--- src/hw/sdl_pkg.sv ---
package sdl_pkg;
    // Frame layout
    localparam int WORD_BITS     = 16;              // Bits per frame
    localparam int MODE_HI_POS   = 15;              // mode_bit_high position
    localparam int MODE_LO_POS   = 14;              // mode_bit_low position
    localparam int CODE_BITS     = 14;              // Converter code width
    localparam logic [13:0] CODE_RESET = 14'h0000;  // Power-on code, 0 V
    // Link timing
    localparam int CLK_MHZ       = 50;              // hclk rate
    localparam int SYNC_HIGH_NS  = 33;              // Least sync high time
    localparam int SYNC_HIGH_CYC = (SYNC_HIGH_NS * CLK_MHZ + 999) / 1000;  // Rounded up
    localparam int SCLK_DIV      = 4;               // hclk cycles per sclk half period
    // Host register map (byte addresses)
    localparam logic [7:0] REG_DATA   = 8'h00;      // Word to send
    localparam logic [7:0] REG_STATUS = 8'h04;      // Bit 0 busy
    localparam logic [7:0] REG_CTRL   = 8'h08;      // Bit 0 idle sync low
    // Operating modes
    typedef enum logic [1:0] {
        SDL_MODE_NORMAL = 2'b00,                    // Amplifier drives output
        SDL_MODE_PD_1K  = 2'b01,                    // 1k to ground
        SDL_MODE_PD_100K = 2'b10,                   // 100k to ground
        SDL_MODE_PD_HIZ = 2'b11                     // Output open
    } sdl_mode_type;
endpackage

--- src/hw/sdl_link_if.sv ---
interface sdl_link_if;
    logic sync_n;   // Active-low frame sync
    logic sclk;     // Shift clock
    logic din;      // Serial data, MSB first
    // Host drives all three wires
    modport host (output sync_n, output sclk, output din);
    // Converter only listens
    modport dev  (input sync_n, input sclk, input din);
endinterface

--- src/hw/sdl_dev.sv ---
// Overview of operation
// Host lowers sync before first clock fall
// Shift data in on falling clock edges
// Host clock at most 30 MHz
// Sixteenth edge executes the word at once
// Sync high 33 ns between frames
// New word only after sync falls
// Host may idle sync low
// First two bits select operating mode
// Remaining bits load converter code
// Host sends MSB first
// Sync low for sixteen falling edges
// Early sync rise discards the frame
// Power-on code is zero
// Mode bits decode four output states
// Power-down disconnects amplifier from pin
// Power-down keeps the converter code; here a power-down word still reloads code from its low 14 bits
// Byte hosts keep sync low across bytes
// Host uses clock polarity 0, phase 1
// Sync low enables shifting
// Ignore clocks after execution until sync rises
module sdl_dev
    import sdl_pkg::*;
(
    // Clock and reset
    input  wire logic                        hclk,
    input  wire logic                        hresetn,
    // Serial link
    sdl_link_if.dev                          link,
    // Converter side
    output logic [sdl_pkg::CODE_BITS-1:0]    code,
    output sdl_pkg::sdl_mode_type            mode,
    output logic                             amp_on,
    output logic                             term_1k,
    output logic                             term_100k,
    output logic                             word_done
);
    import sdl_pkg::*;

    ////////////////////////////////////////////////////////////////////////
    // Synchronisers: pins are asynchronous to hclk, so each one passes
    // two flops before any logic reads it; the taps above the settled
    // stage give the history used for edge detection
    logic [2:0] sync_taps;  // Frame sync: settled, then history
    logic [2:0] sclk_taps;  // Shift clock: settled, then history
    logic [1:0] din_taps;   // Data: settled, then one delay

    // Frame sync idles high, so its chain resets high to avoid a false fall
    sdl_sync #(
        .DEPTH   (3),
        .INIT    (1'b1)
    ) sync_chain_i (
        .hclk    (hclk),
        .hresetn (hresetn),
        .pin     (link.sync_n),
        .taps    (sync_taps)
    );

    // Shift clock idles low
    sdl_sync #(
        .DEPTH   (3),
        .INIT    (1'b0)
    ) sclk_chain_i (
        .hclk    (hclk),
        .hresetn (hresetn),
        .pin     (link.sclk),
        .taps    (sclk_taps)
    );

    // Data takes the same delay as the clock so each bit meets its edge
    sdl_sync #(
        .DEPTH   (2),
        .INIT    (1'b0)
    ) din_chain_i (
        .hclk    (hclk),
        .hresetn (hresetn),
        .pin     (link.din),
        .taps    (din_taps)
    );

    // Limitation: each shift clock half period must span at least two
    // hclk cycles to be seen, so the host must run the link well below
    // its top rate; the frame logic itself does not care about the rate
    // Edge decoding on the settled copies; bit 1 sits one flop past the
    // settled stage so that bit 2 can serve as its history
    wire sync_low  = ~sync_taps[1];
    wire sync_fall = sync_taps[2] & ~sync_taps[1];
    wire sync_rise = ~sync_taps[2] & sync_taps[1];
    wire sclk_fall = sclk_taps[2] & ~sclk_taps[1];
    wire din_bit   = din_taps[1];                        // Aligned with sclk_taps[1]

    ////////////////////////////////////////////////////////////////////////
    // Frame state
    typedef enum logic [1:0] {
        ST_IDLE,    // Waiting for sync to fall
        ST_SHIFT,   // Taking bits
        ST_DONE     // Executed, waiting for sync to rise
    } sdl_state_type;

    sdl_state_type             state_q, state_d;
    logic [WORD_BITS-1:0]      shift_q, shift_d;   // Input shift register
    logic [4:0]                cnt_q, cnt_d;       // Bits taken so far
    logic [CODE_BITS-1:0]      code_q, code_d;     // Converter register
    sdl_mode_type              mode_q, mode_d;     // Operating mode
    logic                      done_q, done_d;     // Execute pulse

    // Word as it will stand after the current falling edge
    wire [WORD_BITS-1:0] next_word = {shift_q[WORD_BITS-2:0], din_bit};
    wire                 last_bit  = (cnt_q == 5'(WORD_BITS - 1));

    // Next state and load decisions
    always_comb begin
        state_d = state_q;
        shift_d = shift_q;
        cnt_d   = cnt_q;
        code_d  = code_q;
        mode_d  = mode_q;
        done_d  = 1'b0;
        case (state_q)
            ST_IDLE: begin
                if (sync_fall) begin
                    state_d = ST_SHIFT;
                    shift_d = '0;
                    cnt_d   = '0;
                end
            end
            ST_SHIFT: begin
                if (!sync_low) begin
                    // Abort: clear and keep code and mode
                    state_d = ST_IDLE;
                    shift_d = '0;
                    cnt_d   = '0;
                end else if (sclk_fall) begin
                    shift_d = next_word;
                    cnt_d   = cnt_q + 5'd1;
                    if (last_bit) begin
                        // Execute immediately on the sixteenth edge
                        state_d = ST_DONE;
                        mode_d  = sdl_mode_type'(next_word[MODE_HI_POS:MODE_LO_POS]);
                        code_d  = next_word[CODE_BITS-1:0];
                        done_d  = 1'b1;
                    end
                end
            end
            ST_DONE: begin
                // Further clock edges ignored while sync stays low
                if (sync_rise) begin
                    state_d = ST_IDLE;
                end
            end
            default: begin
                state_d = ST_IDLE;
            end
        endcase
    end

    // Frame registers; code and mode both reload on every executed word
    always_ff @(posedge hclk or negedge hresetn) begin
        if (!hresetn) begin
            state_q <= ST_IDLE;
            shift_q <= '0;
            cnt_q   <= '0;
            code_q  <= CODE_RESET;
            mode_q  <= SDL_MODE_NORMAL;
            done_q  <= 1'b0;
        end else begin
            state_q <= state_d;
            shift_q <= shift_d;
            cnt_q   <= cnt_d;
            code_q  <= code_d;
            mode_q  <= mode_d;
            done_q  <= done_d;
        end
    end

    ////////////////////////////////////////////////////////////////////////
    // Output stage control
    assign code      = code_q;
    assign mode      = mode_q;
    assign word_done = done_q;
    assign amp_on    = (mode_q == SDL_MODE_NORMAL);
    assign term_1k   = (mode_q == SDL_MODE_PD_1K);
    assign term_100k = (mode_q == SDL_MODE_PD_100K);

endmodule // sdl_dev

////////////////////////////////////////////////////////////////////////
// Pin synchroniser: a first flop, then DEPTH more; only the second flop
// reads the first, so a metastable sample has a whole cycle to settle
module sdl_sync #(
    parameter int   DEPTH = 3,          // Settled stage plus history
    parameter logic INIT  = 1'b0        // Idle level of the pin
) (
    // Clock and reset
    input  wire logic                   hclk,
    input  wire logic                   hresetn,
    // Asynchronous pin and its settled copies
    input  wire logic                   pin,
    output logic [DEPTH-1:0]            taps
);
    logic             meta_q;           // First stage, read only by the second
    logic [DEPTH-1:0] taps_q;           // Second stage in bit 0, older above

    // Shift the pin through the chain
    always_ff @(posedge hclk or negedge hresetn) begin
        if (!hresetn) begin
            meta_q <= INIT;
            taps_q <= {DEPTH{INIT}};
        end else begin
            meta_q <= pin;
            taps_q <= {taps_q[DEPTH-2:0], meta_q};
        end
    end

    assign taps = taps_q;

endmodule // sdl_sync

--- src/flat_wrapper.sv ---
// flat-port wrapper written by rule: the top's interface ports become plain ports
module sdl_dev_flat import sdl_pkg::*;
  (hclk, hresetn, code, mode, amp_on, term_1k, term_100k, word_done, link_sync_n, link_sclk, link_din);
  sdl_link_if link_i ();
  input  wire logic hclk;
  input  wire logic hresetn;
  output logic [sdl_pkg::CODE_BITS-1:0] code;
  output sdl_pkg::sdl_mode_type mode;
  output logic amp_on;
  output logic term_1k;
  output logic term_100k;
  output logic word_done;
  input wire logic [$bits(link_i.sync_n)-1:0] link_sync_n;
  input wire logic [$bits(link_i.sclk)-1:0] link_sclk;
  input wire logic [$bits(link_i.din)-1:0] link_din;
  assign link_i.sync_n = link_sync_n;
  assign link_i.sclk = link_sclk;
  assign link_i.din = link_din;
  sdl_dev u_core (.hclk(hclk), .hresetn(hresetn), .link(link_i), .code(code), .mode(mode), .amp_on(amp_on), .term_1k(term_1k), .term_100k(term_100k), .word_done(word_done));
endmodule
--- config.mk ---
export PLATFORM = sky130hd
export DESIGN_NAME = sdl_dev_flat
export DESIGN_NICKNAME = d
export VERILOG_FILES = /design/src/hw/sdl_pkg.sv /design/src/hw/sdl_link_if.sv /design/src/hw/sdl_dev.sv /design/src/flat_wrapper.sv
export SDC_FILE = /design/constraint.sdc
export NUM_CORES = 1
export LEC_CHECK = 0
export ABC_AREA = 0
export BUFFER_PORTS_ARGS = -buffer_cell sky130_fd_sc_hd__buf_2
export CORE_MARGIN = 2
export CORE_UTILIZATION = 55
export CTS_CLUSTER_SIZE = 28
export DETAILED_ROUTE_END_ITERATION = 8
export GPL_TIMING_DRIVEN = 1
export PLACE_DENSITY = 0.84
export SYNTH_ARGS = -nofsm -noshare
export SYNTH_HDL_FRONTEND = slang
export SYNTH_SLANG_ARGS = --single-unit
export TNS_END_PERCENT = 5
--- constraint.sdc ---
create_clock -name hclk -period 2.5 [get_ports hclk]
set_input_delay 0.375 -clock hclk [delete_from_list [all_inputs] [get_ports hclk]]
set_output_delay 0.375 -clock hclk [all_outputs]
set_load 0.01 [all_outputs]
==> impl_metrics.csv, run 1 <==
group,metric,value,unit
logic_synthesis,seq_area_frac_synth,67.3,%
floorplanning,rows,21,
worst_setup_path,required,2.75,ns
power,p_leak,1.10,nW
logic_synthesis,avgSynthCellArea,15.1,µm²
worst_setup_path,worstPathArrival,2.27,ns
power,powerDensity,608,mW/mm²
floorplanning,initial_core_util,56.4,%
route,drc,0,
clocking,cts_tree,"built",
cells_and_area,mostFrequentLayoutCell,"dfrtp_1",
worst_setup_path,crit_type,"reg2reg",
route,wirelength,2.93,mm
sta,drv_slew,0,
worst_setup_path,endpoint_kind,"flop",
worst_setup_path,timing.rr.end,"u_core.code[1]",
route,ant_nets,0,
sta,layout_min_cycle_time,2.01,ns
cells_and_area,n_antenna_cell,0,
outcome,status,"finished clean",
logic_synthesis,ys_warn_count,0,
sta,max_slew_margin,54.0,%
clocking,clk_pin_slew_worst_paths,0.13,ns
floorplanning,die_w,62.3,µm
cells_and_area,nNetsFinal,158,
logic_synthesis,synth_area,0.00187,mm²
clocking,htreeDepth,2,
worst_setup_path,reg2reg_setup_slack,0.49,ns
route,num_vias,1046,
sta,worst_pin_slew,0.690,ns
grt,grt.total_usage,17.7,%
sta,rsz0062_at_grt,"false",
logic_synthesis,netlist_instances,124,
logic_synthesis,synth-seq-cells,50,
clocking,cts_setup_buffers,0,
grt,antenna_found_initial,0,
grt,overflow,0,
clocking,root_buffer,"clkbuf_4",
power,peakVddDrop,0.000522,V
sta,whs,0.0956,ns
cells_and_area,final_layout_size_suffix_gt1_share,36.2,%
clocking,clock_sinks,50,
worst_hold_path,hold_path_class,"in2reg",
route,viasPerCell,5.28,
cells_and_area,final_cell_mix,"dfrtp_1, buf_2, a22o_1",
worst_setup_path,cp-endpoint,"u_core.code[1]",
route,drtPass1Iterations,4,
run,cap_viol_max_count,0,
clocking,clock_latency,0.36,ns
floorplanning,coreArea,0.00331,mm²
clocking,cts_buffers,5,
sta,max_freq,497,MHz
sta,setup_tns,0,ns
logic_synthesis,synth_nets,131,
clocking,cts_buffer_depth,2,
placed_design,dp_hpwl,1.95,mm
worst_setup_path,reg2reg_from,"u_core.cnt_q[0]",
worst_setup_path,critPathMaxFanout,18,
clocking,cts-resized-gates,0,
power,total_power,1.26,mW
floorplanning,die_h,62.3,µm
grt,grt_max_degree,31,
floorplanning,ios,25,
sta,final-setup-viol-count,0,
sta,timing.final.crit_share,80.5,%
placed_design,gp_congestion,0.710,
sta,finalClockSkew,0.00769,ns
grt,grt_pass1_wl,5.31,mm
worst_setup_path,crit_start,"u_core.cnt_q[0]",
logic_synthesis,synth_cell_types,25,
placed_design,port_buffers,24,
route,first_iter_violations,31,
route,wl_per_cell,14.8,µm
cells_and_area,syn_to_final_growth,11.3,%
sta,finalHoldViolations,0,
worst_setup_path,reg2regPathDepth,5,
worst_setup_path,startpoint_type,"flop",
grt,grt_pass1_vias,1122,
floorplanning,die-area,0.00388,mm²
[layout make-up]
type	count	area, µm²
Multi-Input combinational cell	65	551
Tap cell	46	57.6
Sequential cell	50	1260
Timing Repair Buffer	26	138
Fill cell	265	1230
Clock inverter	2	12.5
Clock buffer	6	51.3
Inverter	3	11.3
[worst max-delay path, stage by stage (launching register included)]
cell and delay (ns):
dfrtp_1 0.41, ha_1 0.18, and3_1 0.16, ha_1 0.18
nand4_2 0.47, mux2_1 0.51
[how the worst min path moves through the flow]
stage | endpoint | cells past startpoint | slack (ns) | startpoint
after floorplan | u_core.cnt_q[0] | 0 | 0.08 | hresetn
after global placement | u_core.sclk_chain_i.taps[2] | 1 | 0.33 | hresetn
after detailed placement | u_core.sclk_chain_i.taps[0] | 0 | 0.34 | u_core.sclk_chain_i.meta_q
after CTS | u_core.sync_chain_i.meta_q | 1 | 0.08 | link_sync_n
after global routing | u_core.sync_chain_i.meta_q | 1 | 0.07 | link_sync_n
final | u_core.sync_chain_i.meta_q | 1 | 0.1 | link_sync_n
[flip-flops by register name, summed over array words and instances (netlist names)]
signal                      count
u_core.shift_q                 15
u_core.code                    14
u_core.cnt_q                    5
u_core.sclk_chain_i.taps        3
u_core.sync_chain_i.taps        3
u_core.din_chain_i.taps         2
u_core.mode                     2
u_core.state_q                  2
u_core.din_chain_i.meta_q       1
u_core.sclk_chain_i.meta_q      1
u_core.sync_chain_i.meta_q      1
u_core.word_done                1
[metal layers]
layer	global-route usage, %	vias to the layer above	part of all wire [%]	routed length [µm]
met5	0	-	0	0
met1	23.5	521	46	1360
met2	27.6	19	48	1400
met3	5.25	7	4.0	116
li1	-	499	-	-
met4	7.22	0	2.0	58
[power breakdown]
part,switching [mW],internal [mW]
Clock,0.247,0.136
Sequential,0.00893,0.824
Combinational,0.0333,0.0140
[synth_stat cells]
master | count | area share, %
or3b_4 | 1 | 0.60
nor2b_1 | 3 | 1.0
a21o_1 | 2 | 0.80
a211oi_1 | 1 | 0.40
buf_6 | 3 | 1.8
mux2_2 | 16 | 9.7
inv_1 | 3 | 0.60
nand3_1 | 2 | 0.54
o21ai_0 | 1 | 0.27
dfstp_2 | 4 | 5.6
nand4_2 | 1 | 0.67
ha_1 | 2 | 1.3
a21oi_1 | 1 | 0.27
nor2_1 | 2 | 0.40
mux2i_1 | 2 | 1.1
a22oi_1 | 1 | 0.40
o21ai_1 | 1 | 0.27
nor3_1 | 1 | 0.27
mux2_1 | 1 | 0.60
a22o_1 | 17 | 8.0
dfrtp_1 | 46 | 62
and3_1 | 2 | 0.67
nand2b_1 | 5 | 1.7
buf_2 | 3 | 0.80
nand2_1 | 3 | 0.60
[timing repair]
item / CTS / global route
hold buffers: 1 / 0
endpoints found under the hold margin: 17 / 0
endpoints found under the setup margin: 0 / 0
[cell families after synthesis]
| family | count (synthesis) | synth area share, % |
|---|---|---|
| AO/OA/AOI/OAI | 24 | 10.4 |
| multiplexers | 19 | 11.3 |
| buffers and inverters | 9 | 3.22 |
| adder cells (fa/ha/maj) | 2 | 1.34 |
| flip-flops | 50 | 67.3 |
| AND/OR/NAND/NOR | 20 | 6.43 |
[stage by stage]
step,util [%],setup slack (ns),cells,cell area [µm²]
after global placement,60.5,0.586,189,2000
after CTS,62.7,0.449,198,2080
final,62.7,0.488,198,2080
after floorplan,-,0.671,124,1870
after global routing,62.7,0.320,198,2080
after detailed placement,60.5,0.455,189,2000
No activity file was read; power rests on OpenSTA's default activity.
==> run 2: changes to the inputs <==
- CORE_UTILIZATION: 55 -> 50
- PLACE_DENSITY: 0.84 -> 0.8
- clock period: 2.5 -> 1.7 ns (I/O delays scaled with it)
==> impl_metrics.csv, run 2 (same netlist as run 1, synthesis figures left out) <==
group,metric,value,unit
outcome,status,"finished clean",
cells_and_area,final_cell_mix,"dfrtp_1, buf_2, a22o_1",
floorplanning,initial_core_util,51.4,%
cells_and_area,design_area,0.00227,mm²
placed_design,port_buffers,24,
worst_setup_path,endpoint_kind,"flop",
route,first_iter_violations,39,
sta,worst_pin_slew,0.634,ns
clocking,cts_buffer_depth,2,
grt,overflow,0,
cells_and_area,largest_reg_flops,15,
power,powerDensity,925,mW/mm²
clocking,cts_buffers,5,
power,peakVddDrop,0.000723,V
grt,grt_pass1_vias,1097,
worst_setup_path,cp_common_cell,"ha_2",
worst_hold_path,hold_path_class,"in2reg",
route,wl_per_cell,15.1,µm
run,cap_viol_max_count,0,
route,viasPerCell,5.42,
placed_design,placed_area,0.00208,mm²
worst_setup_path,cp-endpoint,"u_core.code[1]",
cells_and_area,fillers,275,
cells_and_area,syn_to_final_growth,21.6,%
route,drtPass1Iterations,5,
worst_setup_path,cp_num_cells,6,
sta,finalHoldViolations,0,
worst_setup_path,cp_num_buf_inv,1,
sta,timing.final.crit_share,98.2,%
cells_and_area,multi_input_area,577,µm²
floorplanning,coreArea,0.00363,mm²
worst_setup_path,reg2reg_from,"u_core.cnt_q[0]",
worst_setup_path,required,1.90,ns
worst_setup_path,crit_type,"reg2reg",
route,ant_nets,0,
cells_and_area,final_layout_size_suffix_gt1_share,42.6,%
grt,grt.total_usage,15.9,%
worst_setup_path,reg2regPathDepth,6,
worst_setup_path,critPathMaxFanout,8,
placed_design,dp_hpwl,1.99,mm
sta,final-setup-viol-count,0,
cells_and_area,register_area,0.00126,mm²
route,num_vias,1139,
sta,finalClockSkew,0.00769,ns
floorplanning,die-area,0.00424,mm²
sta,final.setup.worst_slack,0.0314,ns
worst_setup_path,crit_slowest_cell,"dfrtp_1",
floorplanning,die_w,65.1,µm
worst_setup_path,startpoint_type,"flop",
clocking,htreeDepth,2,
sta,drv_slew,0,
clocking,root_buffer,"clkbuf_8",
placed_design,place_ws,-0.0583,ns
placed_design,gp_congestion,0.758,
worst_setup_path,cpLargestDelayFamily,"flip-flops",
floorplanning,rows,22,
worst_setup_path,reg2reg_setup_slack,0.03,ns
cells_and_area,n_antenna_cell,0,
cells_and_area,nNetsFinal,168,
cells_and_area,mostFrequentLayoutCell,"dfrtp_1",
grt,grt_pass1_wl,5.01,mm
worst_setup_path,timing.rr.end,"u_core.code[1]",
power,p_leak,1.19,nW
clocking,cts_tree,"built",
clocking,clk_pin_slew_worst_paths,0.09,ns
route,wirelength,3.17,mm
worst_setup_path,worstPathArrival,1.87,ns
sta,max_slew_margin,57.7,%
route,drc,0,
clocking,clock_sinks,50,
sta,rsz0062_at_grt,"true",
sta,max_freq,599,MHz
worst_setup_path,crit_start,"u_core.cnt_q[0]",
grt,grt_max_degree,32,
grt,antenna_found_initial,0,
worst_setup_path,path_cells,"ha_2 > and3_4 > ha_2 > nand4_4 > clkbuf_16 > mux2_1",
floorplanning,die_h,65.1,µm
sta,layout_min_cycle_time,1.67,ns
worst_setup_path,max_stage_delay,0.38,ns
clocking,clock_latency,0.31,ns
floorplanning,ios,25,
cells_and_area,regMostFlops,"u_core.shift_q",
-- run 2: what timing repair did --
item / 4_1_cts / 5_1_grt
resized for setup: 1 / 4
endpoints found under the setup margin: 34 / 21
buffers inserted: 0 / 2
endpoints found under the hold margin: 15 / 0
hold buffers: 1 / 0
cloned: 0 / 1
-- run 2: layer usage --
metal / GRT usage, % / share of wire, % / up-vias
met5: 0 / 0 / -
met4: 8.85 / 2.1 / 0
met3: 4.79 / 4.6 / 7
met2: 25.3 / 49 / 29
met1: 19.5 / 44 / 585
li1: - / - / 518
-- run 2: how the worst min path moves through the flow --
stage                startpoint                     endpoint  slack [ns]  depth (start not counted)
floorplan               hresetn              u_core.cnt_q[0]       -0.04                          0
CTS                 link_sync_n   u_core.sync_chain_i.meta_q        0.04                          1
global placement        hresetn  u_core.sclk_chain_i.taps[1]        0.22                          1
global route        link_sync_n   u_core.sync_chain_i.meta_q        0.03                          1
detailed placement      hresetn  u_core.sclk_chain_i.taps[2]        0.24                          1
finish              link_sync_n   u_core.sync_chain_i.meta_q        0.05                          1
-- run 2: final cells by class --
class | instances | area share, %
sequential | 50 | 55.3
multi-input combinational | 65 | 25.4
timing repair buffer | 36 | 11.2
clock buffer | 8 | 4.85
tap | 48 | 2.65
inverter | 3 | 0.496
-- run 2: metrics by stage --
step | setup TNS (ns) | cells | power, mW | util (%) | hold slack [ns]
5_1_grt | -0.0228 | 210 | 2.16 | 62.5 | 0.0302
2_1_floorplan | 0 | 124 | 1.29 | - | -0.0406
4_1_cts | -0.816 | 207 | 2.11 | 60.6 | 0.0375
3_5_place_dp | -0.740 | 198 | 1.33 | 57.2 | 0.235
6_report | 0 | 210 | 2.10 | 62.5 | 0.0451
3_3_place_gp | 0 | 198 | 1.32 | 57.2 | 0.223
-- run 2: report_power, final --
part / total [mW] / internal [mW] / switching, mW
Clock: 0.786 / 0.411 / 0.375
Combinational: 0.0923 / 0.0350 / 0.0573
Sequential: 1.22 / 1.21 / 0.0112
